### src/shared/acdp_regs.vh
// Register map, field layout, reset values and divider counts of the
// paired-input converter control block.
// Assumes a 32-bit Avalon-MM slave with byte addresses, one word a register.
`ifndef ACDP_REGS_VH
`define ACDP_REGS_VH

// Byte offsets of the registers
`define ACDP_OFS_CONTROL     8'h00
`define ACDP_OFS_PAIR_STATUS 8'h04
`define ACDP_OFS_BASE        8'h08
`define ACDP_OFS_IRQ_MASK    8'h0c
`define ACDP_OFS_IRQ_STATUS  8'h10
`define ACDP_OFS_DIV_STATE   8'h14

// Control register fields
`define ACDP_CTL_SEL_LSB     0
`define ACDP_CTL_SEL_MSB     2
`define ACDP_CTL_ON_BIT      15

// Base register: only the upper byte is held
`define ACDP_BASE_LSB        8
`define ACDP_BASE_MSB        15

// Pair flags
`define ACDP_NUM_PAIRS       6

// Reset values
`define ACDP_RST_CONTROL     16'h0000
`define ACDP_RST_PAIR_STATUS 6'h00
`define ACDP_RST_BASE        8'h00
`define ACDP_RST_IRQ_MASK    6'h00
`define ACDP_RST_IRQ_STATUS  6'h00

// Divider counts in source clock cycles
`define ACDP_DIV_BASE        5'h04
`define ACDP_DIV_PLL_FLOOR   5'h08
`define ACDP_SEL_PLL_MIN     3'h2

`endif

### src/rtl/acdp_top.v
// Paired-input converter control: divider select, pair-ready flags,
// base pointer upper byte and an interrupt, behind an Avalon-MM slave.
// Assumes the converter core runs on clk_sys; pll_enable is asynchronous.
// Assumes the bus master holds each request until it sees waitrequest
// low and drops it on that same edge; every access takes two cycles.
//
// The Avalon-MM slave port and the address map were chosen for this implementation.
`timescale 1ns/1ps
`include "acdp_regs.vh"

// What this block does
// - Codes 111 to 010 divide the source clock by 18,16,14,12,10,8.
// - With PLL on, codes 001 and 000 run at the divide-by-eight rate.
// - With PLL off, code 001 divides by six and 000 by four.
// - Status holds pair flags at bits 0 to 5; upper bits read zero.
// - A flag sets when its pair's results land in the buffer; reset clears.
// - Writing zero to a flag clears it; writing one leaves it.
module acdp_top (
    input  wire        clk_sys,          // 10 MHz system clock
    input  wire        rst,              // Synchronous reset, active high
    input  wire [7:0]  avs_address,      // Byte address
    input  wire        avs_read,         // Read request
    input  wire        avs_write,        // Write request
    input  wire [31:0] avs_writedata,    // Write data
    input  wire [3:0]  avs_byteenable,   // Write byte lanes
    output reg  [31:0] avs_readdata,     // Read data
    output reg         avs_waitrequest,  // Stall, low for one answer cycle
    input  wire        pll_enable,       // PLL enabled, from outside
    input  wire [5:0]  pair_done,        // Pair conversion complete pulses
    output reg         conv_clk_en,      // Converter clock pulse
    output reg  [5:0]  pair_ready,       // Pair flags to the core
    output reg  [7:0]  base_upper,       // Result base pointer high byte
    output reg         irq               // Level interrupt
);

    // Register map, one 32-bit word each, registers in the low 16 bits:
    //   0x00 control: select in 2:0, run in 15, other bits plain storage
    //   0x04 pair status: ready flags in 5:0, writing zero clears a flag
    //   0x08 base pointer: upper byte in 15:8, low byte reads zero
    //   0x0c interrupt mask: one enable per pair in 5:0
    //   0x10 interrupt status: sticky pair events, write one to clear
    //   0x14 divider state, read only: divisor in 4:0, PLL state in 8
    // Any other address reads zero and ignores writes.
    // Status, mask and interrupt status writes need byte lane 0;
    // base pointer writes need lane 1. Unused lanes keep their bits.

    // Register state
    reg  [15:0] control_r;
    reg  [7:0]  base_r;
    reg  [5:0]  irq_mask_r;
    reg  [5:0]  irq_stat_r;
    reg  [31:0] rdata_nxt;

    // Bus handshake state: idle, or answering the request just taken
    localparam  BUS_IDLE   = 1'b0;
    localparam  BUS_ANSWER = 1'b1;
    reg         bus_state_r;
    reg         bus_state_nxt;
    reg         wait_nxt;
    wire        answering;
    wire        req;
    wire        wr_go;
    wire        rd_go;

    // Synchroniser for the PLL level
    reg         pll_meta_r;
    reg         pll_sync_r;

    // Submodule outputs
    wire [5:0]  flags;
    wire [4:0]  div_eff;
    wire        clk_en;

    // Decoded write strobes
    wire        wr_control;
    wire        wr_status;
    wire        wr_base;
    wire        wr_mask;
    wire        wr_istat;

    // Next values of the registers and of the interrupt level
    wire [15:0] control_nxt;
    wire [7:0]  base_nxt;
    reg  [5:0]  irq_mask_nxt;
    reg  [5:0]  irq_stat_nxt;
    wire        irq_nxt;

    // Control fields, flag clear strobe and divider state word
    wire        conv_run;
    wire [2:0]  div_sel;
    wire        flags_clr_wr;
    wire [31:0] div_state_word;

    // PLL state crosses from outside through two flops
    always @(posedge clk_sys) begin
        if (rst) begin
            pll_meta_r <= 1'b0;
            pll_sync_r <= 1'b0;
        end else begin
            pll_meta_r <= pll_enable;
            pll_sync_r <= pll_meta_r;
        end
    end

    // A request is answered one cycle after it appears
    assign req       = avs_read || avs_write;
    assign answering = (bus_state_r == BUS_ANSWER);
    assign wr_go     = avs_write && answering;
    assign rd_go     = avs_read && !answering && avs_waitrequest;

    // Next bus state; the answer cycle always returns to idle, so a
    // request held too long is taken again rather than chained
    always @* begin
        bus_state_nxt = bus_state_r;
        wait_nxt      = 1'b1;
        case (bus_state_r)
            BUS_IDLE: begin
                if (req) begin
                    bus_state_nxt = BUS_ANSWER;
                    wait_nxt      = 1'b0;
                end
            end
            BUS_ANSWER: begin
                bus_state_nxt = BUS_IDLE;
            end
            default: begin
                bus_state_nxt = BUS_IDLE;
            end
        endcase
    end

    // Waitrequest drops for exactly one cycle per request
    always @(posedge clk_sys) begin
        if (rst) begin
            bus_state_r     <= BUS_IDLE;
            avs_waitrequest <= 1'b1;
        end else begin
            bus_state_r     <= bus_state_nxt;
            avs_waitrequest <= wait_nxt;
        end
    end

    // Writes take effect on the edge the master sees waitrequest low
    assign wr_control = wr_go && (avs_address == `ACDP_OFS_CONTROL);
    assign wr_status  = wr_go && (avs_address == `ACDP_OFS_PAIR_STATUS);
    assign wr_base    = wr_go && (avs_address == `ACDP_OFS_BASE);
    assign wr_mask    = wr_go && (avs_address == `ACDP_OFS_IRQ_MASK);
    assign wr_istat   = wr_go && (avs_address == `ACDP_OFS_IRQ_STATUS);

    // Byte lanes merge into the control word, one lane at a time
    genvar lane;
    generate
        for (lane = 0; lane < 2; lane = lane + 1) begin : g_ctl_lane
            assign control_nxt[lane*8 +: 8] =
                avs_byteenable[lane] ? avs_writedata[lane*8 +: 8]
                                     : control_r[lane*8 +: 8];
        end
    endgenerate

    // Control fields feeding the divider
    assign conv_run = control_r[`ACDP_CTL_ON_BIT];
    assign div_sel  = control_r[`ACDP_CTL_SEL_MSB:`ACDP_CTL_SEL_LSB];

    // A status write without lane 0 clears nothing
    assign flags_clr_wr = wr_status && avs_byteenable[0];

    // Divider state word: divisor in force and synchronised PLL state
    assign div_state_word = {23'h000000, pll_sync_r, 3'h0, div_eff};

    // Only the upper byte of the base pointer is held here
    assign base_nxt = avs_byteenable[1] ?
                      avs_writedata[`ACDP_BASE_MSB:`ACDP_BASE_LSB] : base_r;

    // Control and base registers
    always @(posedge clk_sys) begin
        if (rst) begin
            control_r <= `ACDP_RST_CONTROL;
            base_r    <= `ACDP_RST_BASE;
        end else begin
            if (wr_control) begin
                control_r <= control_nxt;
            end
            if (wr_base) begin
                base_r <= base_nxt;
            end
        end
    end

    // Mask and sticky event bits; lane 0 carries all six bits
    always @* begin
        irq_mask_nxt = irq_mask_r;
        irq_stat_nxt = irq_stat_r | pair_done;
        if (wr_mask && avs_byteenable[0]) begin
            irq_mask_nxt = avs_writedata[5:0];
        end
        // Write one to clear; a new event wins the clear, none is lost
        if (wr_istat && avs_byteenable[0]) begin
            irq_stat_nxt = (irq_stat_r & ~avs_writedata[5:0]) | pair_done;
        end
    end

    // Interrupt mask and status registers
    always @(posedge clk_sys) begin
        if (rst) begin
            irq_mask_r <= `ACDP_RST_IRQ_MASK;
            irq_stat_r <= `ACDP_RST_IRQ_STATUS;
        end else begin
            irq_mask_r <= irq_mask_nxt;
            irq_stat_r <= irq_stat_nxt;
        end
    end

    // Interrupt level: any unmasked sticky event
    assign irq_nxt = |(irq_stat_r & irq_mask_r);

    // Divider steps the converter clock from the select field. The PLL
    // state reaches it two or three cycles after the pin moves, so the
    // first period after a change may still follow the old ratio.
    acdp_clk_div u_div (
        .clk_sys   (clk_sys),
        .rst       (rst),
        .run       (conv_run),
        .pll_on    (pll_sync_r),
        .div_sel   (div_sel),
        .div_eff_r (div_eff),
        .clk_en_r  (clk_en)
    );

    // Ready flags; set and clear meet on the edge the write lands, and
    // the flag module lets the set win
    acdp_pair_flags u_flags (
        .clk_sys   (clk_sys),
        .rst       (rst),
        .pair_done (pair_done),
        .clr_wr    (flags_clr_wr),
        .clr_data  (avs_writedata[5:0]),
        .flags_r   (flags)
    );

    // Read multiplexer; unmapped addresses and spare bits read zero
    always @* begin
        rdata_nxt = 32'h0000_0000;
        case (avs_address)
            `ACDP_OFS_CONTROL: begin
                rdata_nxt[15:0] = control_r;
            end
            `ACDP_OFS_PAIR_STATUS: begin
                rdata_nxt[5:0] = flags;
            end
            `ACDP_OFS_BASE: begin
                rdata_nxt[`ACDP_BASE_MSB:`ACDP_BASE_LSB] = base_r;
            end
            `ACDP_OFS_IRQ_MASK: begin
                rdata_nxt[5:0] = irq_mask_r;
            end
            `ACDP_OFS_IRQ_STATUS: begin
                rdata_nxt[5:0] = irq_stat_r;
            end
            `ACDP_OFS_DIV_STATE: begin
                rdata_nxt = div_state_word;
            end
            default: begin
                rdata_nxt = 32'h0000_0000;
            end
        endcase
    end

    // Read data captured as waitrequest falls, held until the next read;
    // the master takes it one edge later, while it still stands
    always @(posedge clk_sys) begin
        if (rst) begin
            avs_readdata <= 32'h0000_0000;
        end else if (rd_go) begin
            avs_readdata <= rdata_nxt;
        end
    end

    // Outputs to the core all leave from flops
    always @(posedge clk_sys) begin
        if (rst) begin
            conv_clk_en <= 1'b0;
            pair_ready  <= `ACDP_RST_PAIR_STATUS;
            base_upper  <= `ACDP_RST_BASE;
        end else begin
            conv_clk_en <= clk_en;
            pair_ready  <= flags;
            base_upper  <= base_r;
        end
    end

    // Interrupt leaves from its own flop, one cycle behind the status
    always @(posedge clk_sys) begin
        if (rst) begin
            irq <= 1'b0;
        end else begin
            irq <= irq_nxt;
        end
    end

endmodule // acdp_top

### src/rtl/acdp_clk_div.v
// Converter clock divider: one-cycle enable pulse every N source cycles.
// Assumes select and PLL state are stable levels on the system clock.
`timescale 1ns/1ps
`include "acdp_regs.vh"

module acdp_clk_div (
    input  wire       clk_sys,    // Source clock
    input  wire       rst,        // Synchronous reset, active high
    input  wire       run,        // Divider enabled
    input  wire       pll_on,     // PLL enabled, synchronised
    input  wire [2:0] div_sel,    // Divider select code
    output reg  [4:0] div_eff_r,  // Divisor in force
    output reg        clk_en_r    // One-cycle converter clock pulse
);

    reg  [4:0] cnt_r;
    reg  [4:0] div_nxt;

    // Divisor is four plus twice the code; low codes fold with PLL on
    always @* begin
        div_nxt = `ACDP_DIV_BASE + {1'b0, div_sel, 1'b0};
        if (pll_on && (div_sel < `ACDP_SEL_PLL_MIN)) begin
            div_nxt = `ACDP_DIV_PLL_FLOOR;
        end
    end

    // Counter restarts when stopped, so a new ratio starts clean
    always @(posedge clk_sys) begin
        if (rst) begin
            cnt_r     <= 5'h00;
            clk_en_r  <= 1'b0;
            div_eff_r <= `ACDP_DIV_BASE;
        end else begin
            div_eff_r <= div_nxt;
            clk_en_r  <= 1'b0;
            if (!run) begin
                cnt_r <= 5'h00;
            end else if (cnt_r >= div_nxt - 5'h01) begin
                cnt_r    <= 5'h00;
                clk_en_r <= 1'b1;
            end else begin
                cnt_r <= cnt_r + 5'h01;
            end
        end
    end

endmodule // acdp_clk_div

### src/rtl/acdp_pair_flags.v
// Six pair-ready flags: set by the converter core, cleared by writing zero.
// Assumes done pulses come from logic on the same clock.
`timescale 1ns/1ps
`include "acdp_regs.vh"

module acdp_pair_flags (
    input  wire       clk_sys,    // System clock
    input  wire       rst,        // Synchronous reset, active high
    input  wire [5:0] pair_done,  // Pair results placed in buffer
    input  wire       clr_wr,     // Write to the status register
    input  wire [5:0] clr_data,   // Written value, zero clears
    output reg  [5:0] flags_r     // Ready flags
);

    genvar i;

    // One flag per pair; a set in the clearing cycle wins
    generate
        for (i = 0; i < `ACDP_NUM_PAIRS; i = i + 1) begin : g_flag
            always @(posedge clk_sys) begin
                if (rst) begin
                    flags_r[i] <= 1'b0;
                end else if (pair_done[i]) begin
                    flags_r[i] <= 1'b1;
                end else if (clr_wr && !clr_data[i]) begin
                    flags_r[i] <= 1'b0;
                end
            end
        end
    endgenerate

endmodule // acdp_pair_flags

### config.mk
export PLATFORM = sky130hd
export DESIGN_NAME = acdp_top
export DESIGN_NICKNAME = d
export VERILOG_FILES = /design/src/rtl/acdp_top.v /design/src/rtl/acdp_clk_div.v /design/src/rtl/acdp_pair_flags.v
export VERILOG_INCLUDE_DIRS = /design/src /design/src/shared
export SDC_FILE = /design/constraint.sdc
export NUM_CORES = 1
export LEC_CHECK = 0
export BUFFER_PORTS_ARGS = -buffer_cell sky130_fd_sc_hd__buf_2
export CAP_MARGIN = 10
export CELL_PAD_IN_SITES_DETAIL_PLACEMENT = 1
export CELL_PAD_IN_SITES_GLOBAL_PLACEMENT = 1
export CORE_MARGIN = 1.5
export CORE_UTILIZATION = 39
export DETAILED_ROUTE_END_ITERATION = 10
export GPL_ROUTABILITY_DRIVEN = 1
export PLACE_DENSITY_LB_ADDON = 0.25
export SKIP_CTS_REPAIR_TIMING = 1
export SLEW_MARGIN = 20
export SYNTH_ARGS = -nofsm -noshare
export SYNTH_HDL_FRONTEND = slang
export SYNTH_SLANG_ARGS = --single-unit
### constraint.sdc
create_clock -name clk_sys -period 2.9 [get_ports clk_sys]
set_input_delay 0.29 -clock clk_sys [delete_from_list [all_inputs] [get_ports clk_sys]]
set_output_delay 0.29 -clock clk_sys [all_outputs]
set_load 0.05 [all_outputs]
==> results by group, run 1 <==
CTS
  – # clock sinks: 88
  – CTS tree: done
  – Clock tree buffer depth: 2
  – Worst-path clk slew: 0.09 ns
  – CTS Root Cell: clkbuf_8
  – CTS H-tree lvls: 3
  – Inserted Clock Buffers: 9
  – Insertion delay to the later sink of the worst-skew pair: 0.36 ns

Synthesis
  – Seq/Total Area, Yosys: 47.0%
  – Yosys cell types: between 40 and 50
  – Synthesis Warnings: 0
  – Post-synth EDFFs: 0
  – #FFs+latches synth: 88
  – Asr flop ratio synth: 0%
  – Mapped cell area: 3750 um2
  – Gate Count Post-Synth: 387
  – Avg Cell Area, Syn: around 9.7 um2
  – Ys flop type: dfxtp_1

Power and ir drop
  – Cell Int Power: 1.75 mW
  – Clk pwr share: a little under two fifths
  – Maximum VDD drop: ~0.32 mV
  – Flop pwr share: 52.5%
  – Net Sw Frac: 26.6%
  – Combinational power share: 10.4%
  – Net Sw Power: 0.632 mW
  – Lkg Pwr: 2.05 nW
  – Power per cell area: 545 nW/um2

Min path
  – HP Class: input pin to flip-flop
  – WHS Path Cells: 2
  – Hold path endpoint: pll_meta_r$_SDFF_PP0_
  – Worst Min Path Start: pll_enable

Layout
  – Diode count: 0
  – Sequential cell area: 1760 um2
  – Final Core Density: 47.0%
  – Synth-to-Final Area Change: 16.4%
  – Fill count: 1129
  – Nets: 518
  – Footprint of the multi-input gates: between 1500 and 2000 um2
  – Share of cells above drive strength 1: between 20% and 30%

Floorplanning
  – Total die area: 10200 um2
  – Initial Utilization: a little over 40%
  – I/O pins: 104
  – Row Count: 35
  – Core area: 9280 um2
  – DIE WIDTH: 101 um
  – Die Ht: 101 um

Timing
  – Final hold violation count: 0
  – TNS Setup: 0 ns
  – Final min period: 2.36 ns
  – Fin. max-slew vios: 0
  – Worst Tran Pin Value: 0.742 ns
  – Slew HR: 50.1%
  – Final Cycle Share: between 80% and 90%
  – RSZ-0062 raised after global routing: false
  – Setup Viol. Count Final: 0
  – Worst clock skew: 0.0114 ns
  – Fmax: approximately 420 MHz

Global routing
  – Largest net degree at the start of global routing: 36
  – First-pass GRT wire length: ~15000 um
  – Total congestion overflow: 0
  – Overall global routing resource usage: 19.5%
  – Antenna violations before repair: 0
  – Vias in the first global route: 3076

Drt
  – Drt drc: 0
  – DR vias/cell: 5.06
  – ANT nets after route: 0
  – First drt pass iteration count: 5
  – Drt initial violations: 70
  – Via count: 2976
  – Final WL: 9230 um
  – DR WL/cell: 15.7 um

Worst setup path
  – Critical-path cell list: inv_1 -> ha_1 -> nand2_1 -> nand2_1 -> ha_1 -> xor2_1 -> ha_1 -> o21ai_0 -> o21ai_0 -> nor2_1
  – Critical Path Slowest Stage Cell: o21ai_0
  – Worst path most repeated cell: ha_1
  – CP max stage delay: 0.49 ns
  – R2R Setup Slk: 0.54 ns
  – R2R Path End: u_div.cnt_r[3]$_SDFF_PP0_
  – Req. time, crit path: 3.14 ns
  – CP max FO: 5
  – CP startpoint kind: flip-flop
  – CP Class: flip-flop to flip-flop
  – Reg2reg path depth: 10
  – Worst Setup SP: control_r[1]$_SDFFE_PP0P_
  – Worst r2r src: control_r[1]$_SDFFE_PP0P_
  – Worst EP arrival: 2.60 ns
  – Crit path capture type: flip-flop

Place
  – # port buffers: slightly below 70
  – Final HPWL DP: between 6000 and 7000 um
  – Final GP Congestion: ~0.78

Status
  – Status: finished clean

Flow run
  – Total of max-cap violations: 0
cell usage in the layout, fill, tap and decap left out, types with 2 or more instances in the layout:
cell type / count
mux4_2: 4
nor3_1: 3
a21oi_1: 4
a211oi_1: 11
or2_2: 3
nand3_1: 6
nor4_1: 3
nor2b_1: 21
nand2b_1: 3
inv_1: 11
nand4_1: 3
mux2_2: 7
nand4_2: 2
dfxtp_1: 88
o21ai_0: 6
mux2i_1: 29
conb_1: 16
a221o_1: 2
buf_4: 5
or4_4: 2
and3_1: 3
o31a_1: 6
nand2_1: 10
a22o_1: 2
clkbuf_8: 11
ha_1: 9
clkinv_4: 2
nor2_1: 81
buf_2: 69
a22oi_1: 16
xor2_1: 3
power groups by stage:
| stage | clock [mW] | combinational [mW] | sequential [mW] |
|---|---|---|---|
| after floorplan | 0 | 0.155 | 1.31 |
| after global placement | 0 | 0.242 | 1.28 |
| after detailed placement | 0 | 0.248 | 1.28 |
| after CTS | 0.901 | 0.248 | 1.25 |
| after global routing | 0.963 | 0.270 | 1.25 |
| final | 0.884 | 0.247 | 1.25 |
through the flow:
| stage | worst slack (ns) | instances | cell area (um2) | hold slack, ns | power, mW |
|---|---|---|---|---|---|
| 2_1_floorplan | 0.850 | 402 | 3810 | 0.414 | 1.46 |
| 3_3_place_gp | 0.626 | 572 | 4160 | 0.419 | 1.52 |
| 3_5_place_dp | 0.506 | 572 | 4160 | 0.428 | 1.53 |
| 4_1_cts | 0.505 | 588 | 4370 | 0.123 | 2.40 |
| 5_1_grt | 0.289 | 588 | 4370 | 0.146 | 2.49 |
| 6_report | 0.540 | 588 | 4370 | 0.131 | 2.38 |
layer usage:
metal / track usage, % / share of wire [%] / wire length [um] / vias to the layer above
met5: 0 / 0 / 0 / -
met4: 7.69 / 2.1 / 193 / 0
met3: 3.74 / 3.8 / 346 / 18
met2: 33.7 / 50 / 4590 / 71
met1: 23.8 / 44 / 4100 / 1443
li1: - / - / - / 1444
critical path, delay by kind of cell, from the launching register on:
family	cells	cell delay (ns)
DFF	1	0.40
adders and majority gates	3	0.72
and+or+nand+nor	3	0.31
buffers and inverters	1	0.08
AOI/OAI and AO/OA	2	0.58
xor gates and xnor gates	1	0.17
state kept, by name, summed over array words and instances (netlist names), 4 cells and up:
| signal | flops |
|---|---|
| irq_stat_r | 6 |
| base_upper | 8 |
| base_r | 8 |
| u_div.div_eff_r | 4 |
| pair_ready | 6 |
| u_flags.flags_r | 6 |
| avs_readdata | 16 |
| irq_mask_r | 6 |
| control_r | 16 |
| u_div.cnt_r | 5 |
cells by family after synthesis:
family          count (synthesis)  synth area share (%)
other cells                     1                 0.100
mux                            40                  12.2
compound gates                 52                  10.2
fa+ha+maj                       9                  3.00
buf+inv                        44                  6.24
xor+xnor                        4                 0.934
flops                          88                  47.0
simple gates                  149                  20.3
area by class of cell:
cell class | instances | area share, %
sequential | 88 | 40.4
clock inverter | 4 | 1.20
clock buffer | 12 | 3.55
multi-input combinational | 270 | 41.5
inverter | 11 | 0.946
timing repair buffer | 74 | 8.77
tap | 129 | 3.70
worst max path at each step:
stage / cells after the start / end / slack, ns
after floorplan: 10 / u_div.cnt_r[2]$_SDFF_PP0_ / 0.85
after global routing: 10 / u_div.cnt_r[3]$_SDFF_PP0_ / 0.29
after CTS: 10 / u_div.cnt_r[3]$_SDFF_PP0_ / 0.51
after detailed placement: 10 / u_div.cnt_r[3]$_SDFF_PP0_ / 0.51
after global placement: 10 / u_div.cnt_r[2]$_SDFF_PP0_ / 0.63
final: 10 / u_div.cnt_r[3]$_SDFF_PP0_ / 0.54
synthesized netlist by cell type, types with 2 or more instances:
library cell / n / area share, %
nand2_1: 10 / 1.0
buf_4: 16 / 3.2
o31a_1: 6 / 1.4
inv_1: 11 / 1.1
nor2_1: 81 / 8.1
or4_4: 2 / 0.60
or2_2: 3 / 0.50
ha_1: 9 / 3.0
nand3_1: 6 / 0.80
buf_1: 2 / 0.20
a221o_1: 2 / 0.53
o21ai_0: 6 / 0.80
nor4_1: 3 / 0.50
a21oi_1: 4 / 0.53
mux2i_1: 29 / 7.7
xor2_1: 3 / 0.70
nand4_2: 2 / 0.67
mux2_2: 7 / 2.1
nor3_1: 3 / 0.40
a22oi_1: 16 / 3.2
dfxtp_1: 88 / 47
nand4_1: 3 / 0.50
a22o_1: 2 / 0.47
a211oi_1: 11 / 2.2
nor2b_1: 21 / 3.5
and3_1: 3 / 0.50
clkbuf_1: 13 / 1.3
nand2b_1: 3 / 0.50
mux4_2: 4 / 2.4
No activity file was read; power rests on OpenSTA's default activity.
==> inputs of run 2 (changes only) <==
--- a/config.mk
+++ b/config.mk
@@ -11,7 +11,7 @@
 export CELL_PAD_IN_SITES_DETAIL_PLACEMENT = 1
 export CELL_PAD_IN_SITES_GLOBAL_PLACEMENT = 1
 export CORE_MARGIN = 1.5
-export CORE_UTILIZATION = 39
+export CORE_UTILIZATION = 35
 export DETAILED_ROUTE_END_ITERATION = 10
 export GPL_ROUTABILITY_DRIVEN = 1
 export PLACE_DENSITY_LB_ADDON = 0.25
==> constraint.sdc (replaced) <==
create_clock -name clk_sys -period 2 [get_ports clk_sys]
set_input_delay 0.2 -clock clk_sys [delete_from_list [all_inputs] [get_ports clk_sys]]
set_output_delay 0.2 -clock clk_sys [all_outputs]
set_load 0.05 [all_outputs]
==> results by group, run 2 (synthesis results as in run 1) <==
Status
  – Status: finished clean

Place
  – DP Area: 4290 um2
  – Final GP Congestion: 0.821
  – Cells after DPL: around 600
  – # port buffers: between 60 and 70
  – Final HPWL DP: 7180 um

Drt
  – DR WL/cell: around 16 um
  – ANT nets after route: 0
  – DR vias/cell: 4.88
  – Via count: 2989
  – Drt drc: 0
  – First drt pass iteration count: 4
  – Drt initial violations: 74
  – Final WL: 9520 um

CTS
  – Insertion delay to the later sink of the worst-skew pair: 0.35 ns
  – Worst-path clk slew: 0.09 ns
  – # clock sinks: 88
  – Inserted Clock Buffers: 9
  – Clock tree buffer depth: 2
  – CTS Root Cell: clkbuf_8
  – CTS tree: done
  – CTS H-tree lvls: 3

Worst setup path
  – CP startpoint kind: flip-flop
  – CP max FO: 5
  – Worst EP arrival: roughly 2.2 ns
  – Req. time, crit path: between 2 and 2.5 ns
  – Crit path capture type: flip-flop
  – CP Class: flip-flop to flip-flop

Floorplanning
  – Die Ht: 107 um
  – Row Count: 37
  – Total die area: between 10000 and 15000 um2
  – DIE WIDTH: around 110 um
  – I/O pins: 104
  – Initial Utilization: between 30% and 40%
  – Core area: 10400 um2

Power and ir drop
  – Power, Total: approximately 3.3 mW
  – Combinational power share: 11.2%
  – Net Sw Power: about 0.95 mW
  – Cell Int Power: 2.36 mW
  – Net Sw Frac: 28.8%
  – Clk pwr share: 34.0%
  – Flop pwr share: 54.8%
  – Lkg Pwr: 2.10 nW
  – Power per cell area: about 730 nW/um2
  – Maximum VDD drop: 0.422 mV

Layout
  – Final Core Density: 43.6%
  – Most common cell after layout, fill and taps aside: dfxtp_1
  – Share of cells above drive strength 1: between 30% and 40%
  – Synth-to-Final Area Change: 20.6%
  – Post-route insts no fill: 612
  – Commonest non-fill, non-tap cells in the layout: dfxtp_1 (86), nor2_1 (79), buf_2 (69)
  – Nets: 535
  – Largest regs: avs_readdata (16), control_r (16)
  – Final Cell Area: 4520 um2
  – Diode count: 0

Global routing
  – Overall global routing resource usage: between 15 and 20%
  – First-pass GRT wire length: between 15000 and 20000 um
  – Antenna violations before repair: 0
  – Largest net degree at the start of global routing: 32
  – Vias in the first global route: roughly 3100
  – Total congestion overflow: 0

Timing
  – Final hold violation count: 0
  – Fmax: 512 MHz
  – Final Cycle Share: a little over nine tenths
  – Worst Tran Pin Value: 0.505 ns
  – Worst clock skew: 0.00735 ns
  – Final min period: 1.95 ns
  – Fin. max-slew vios: 0
  – Hold Slack: 0.0826 ns
  – Slew HR: approximately two thirds
  – Setup Viol. Count Final: 0

Min path
  – HP Class: input pin to flip-flop

Flow run
  – Total of max-cap violations: 0
==> run 2: area by class of cell <==
| class | instances | area [um2] |
|---|---|---|
| clock buffers | 9 | 124 |
| clock inverters | 7 | 56.3 |
| fillers | 1224 | 5850 |
| inverters | 11 | 41.3 |
| multi-input cells | 270 | 1860 |
| flip-flops and latches | 88 | 1760 |
| well taps | 136 | 170 |
| repair buffers | 91 | 510 |
==> run 2: final timing paths <==
check | start | end | slack, ns | cells past startpoint
worst max-delay path | control_r[2]$_SDFFE_PP0P_ | u_div.cnt_r[4]$_SDFF_PP0_ | 0.05 | 11
worst min-delay path | pll_enable | pll_meta_r$_SDFF_PP0_ | 0.08 | 2
worst max register to register | control_r[2]$_SDFFE_PP0P_ | u_div.cnt_r[4]$_SDFF_PP0_ | 0.05 | 11
worst min register to register | pll_meta_r$_SDFF_PP0_ | pll_sync_r$_SDFF_PP0_ | 0.45 | 1
==> run 2: worst max-delay path: stages (launching register included) <==
cell,delay (ns)
dfxtp_2,0.35
inv_2,0.04
ha_4,0.16
nand2_2,0.08
nand2_2,0.07
ha_1,0.22
xor2_1,0.17
ha_2,0.35
o21ai_2,0.06
o21ai_1,0.14
buf_4,0.16
nor2_1,0.05
==> run 2: power by group through the flow <==
stage / clock network, mW / registers (mW) / logic [mW]
2_1_floorplan: 0 / 1.89 / 0.225
3_3_place_gp: 0 / 1.85 / 0.362
3_5_place_dp: 0 / 1.85 / 0.370
4_1_cts: 1.19 / 1.81 / 0.371
5_1_grt: 1.25 / 1.82 / 0.401
6_report: 1.13 / 1.81 / 0.371
==> run 2: metal layers <==
layer  track usage (%)  vias to the layer above  routed length (um)
met4              4.76                        0                  92
met3              3.19                       10                 339
met1              20.7                     1448                4190
met5                 0                        -                   0
li1                  -                     1475                   -
met2              31.8                       56                4900
==> run 2: metrics by stage <==
step / setup slack (ns) / TNS (ns)
2_1_floorplan: 0.0352 / 0
3_3_place_gp: 0.0143 / 0
3_5_place_dp: -0.115 / -0.611
4_1_cts: -0.148 / -0.798
5_1_grt: -0.0492 / -0.175
6_report: 0.0464 / 0
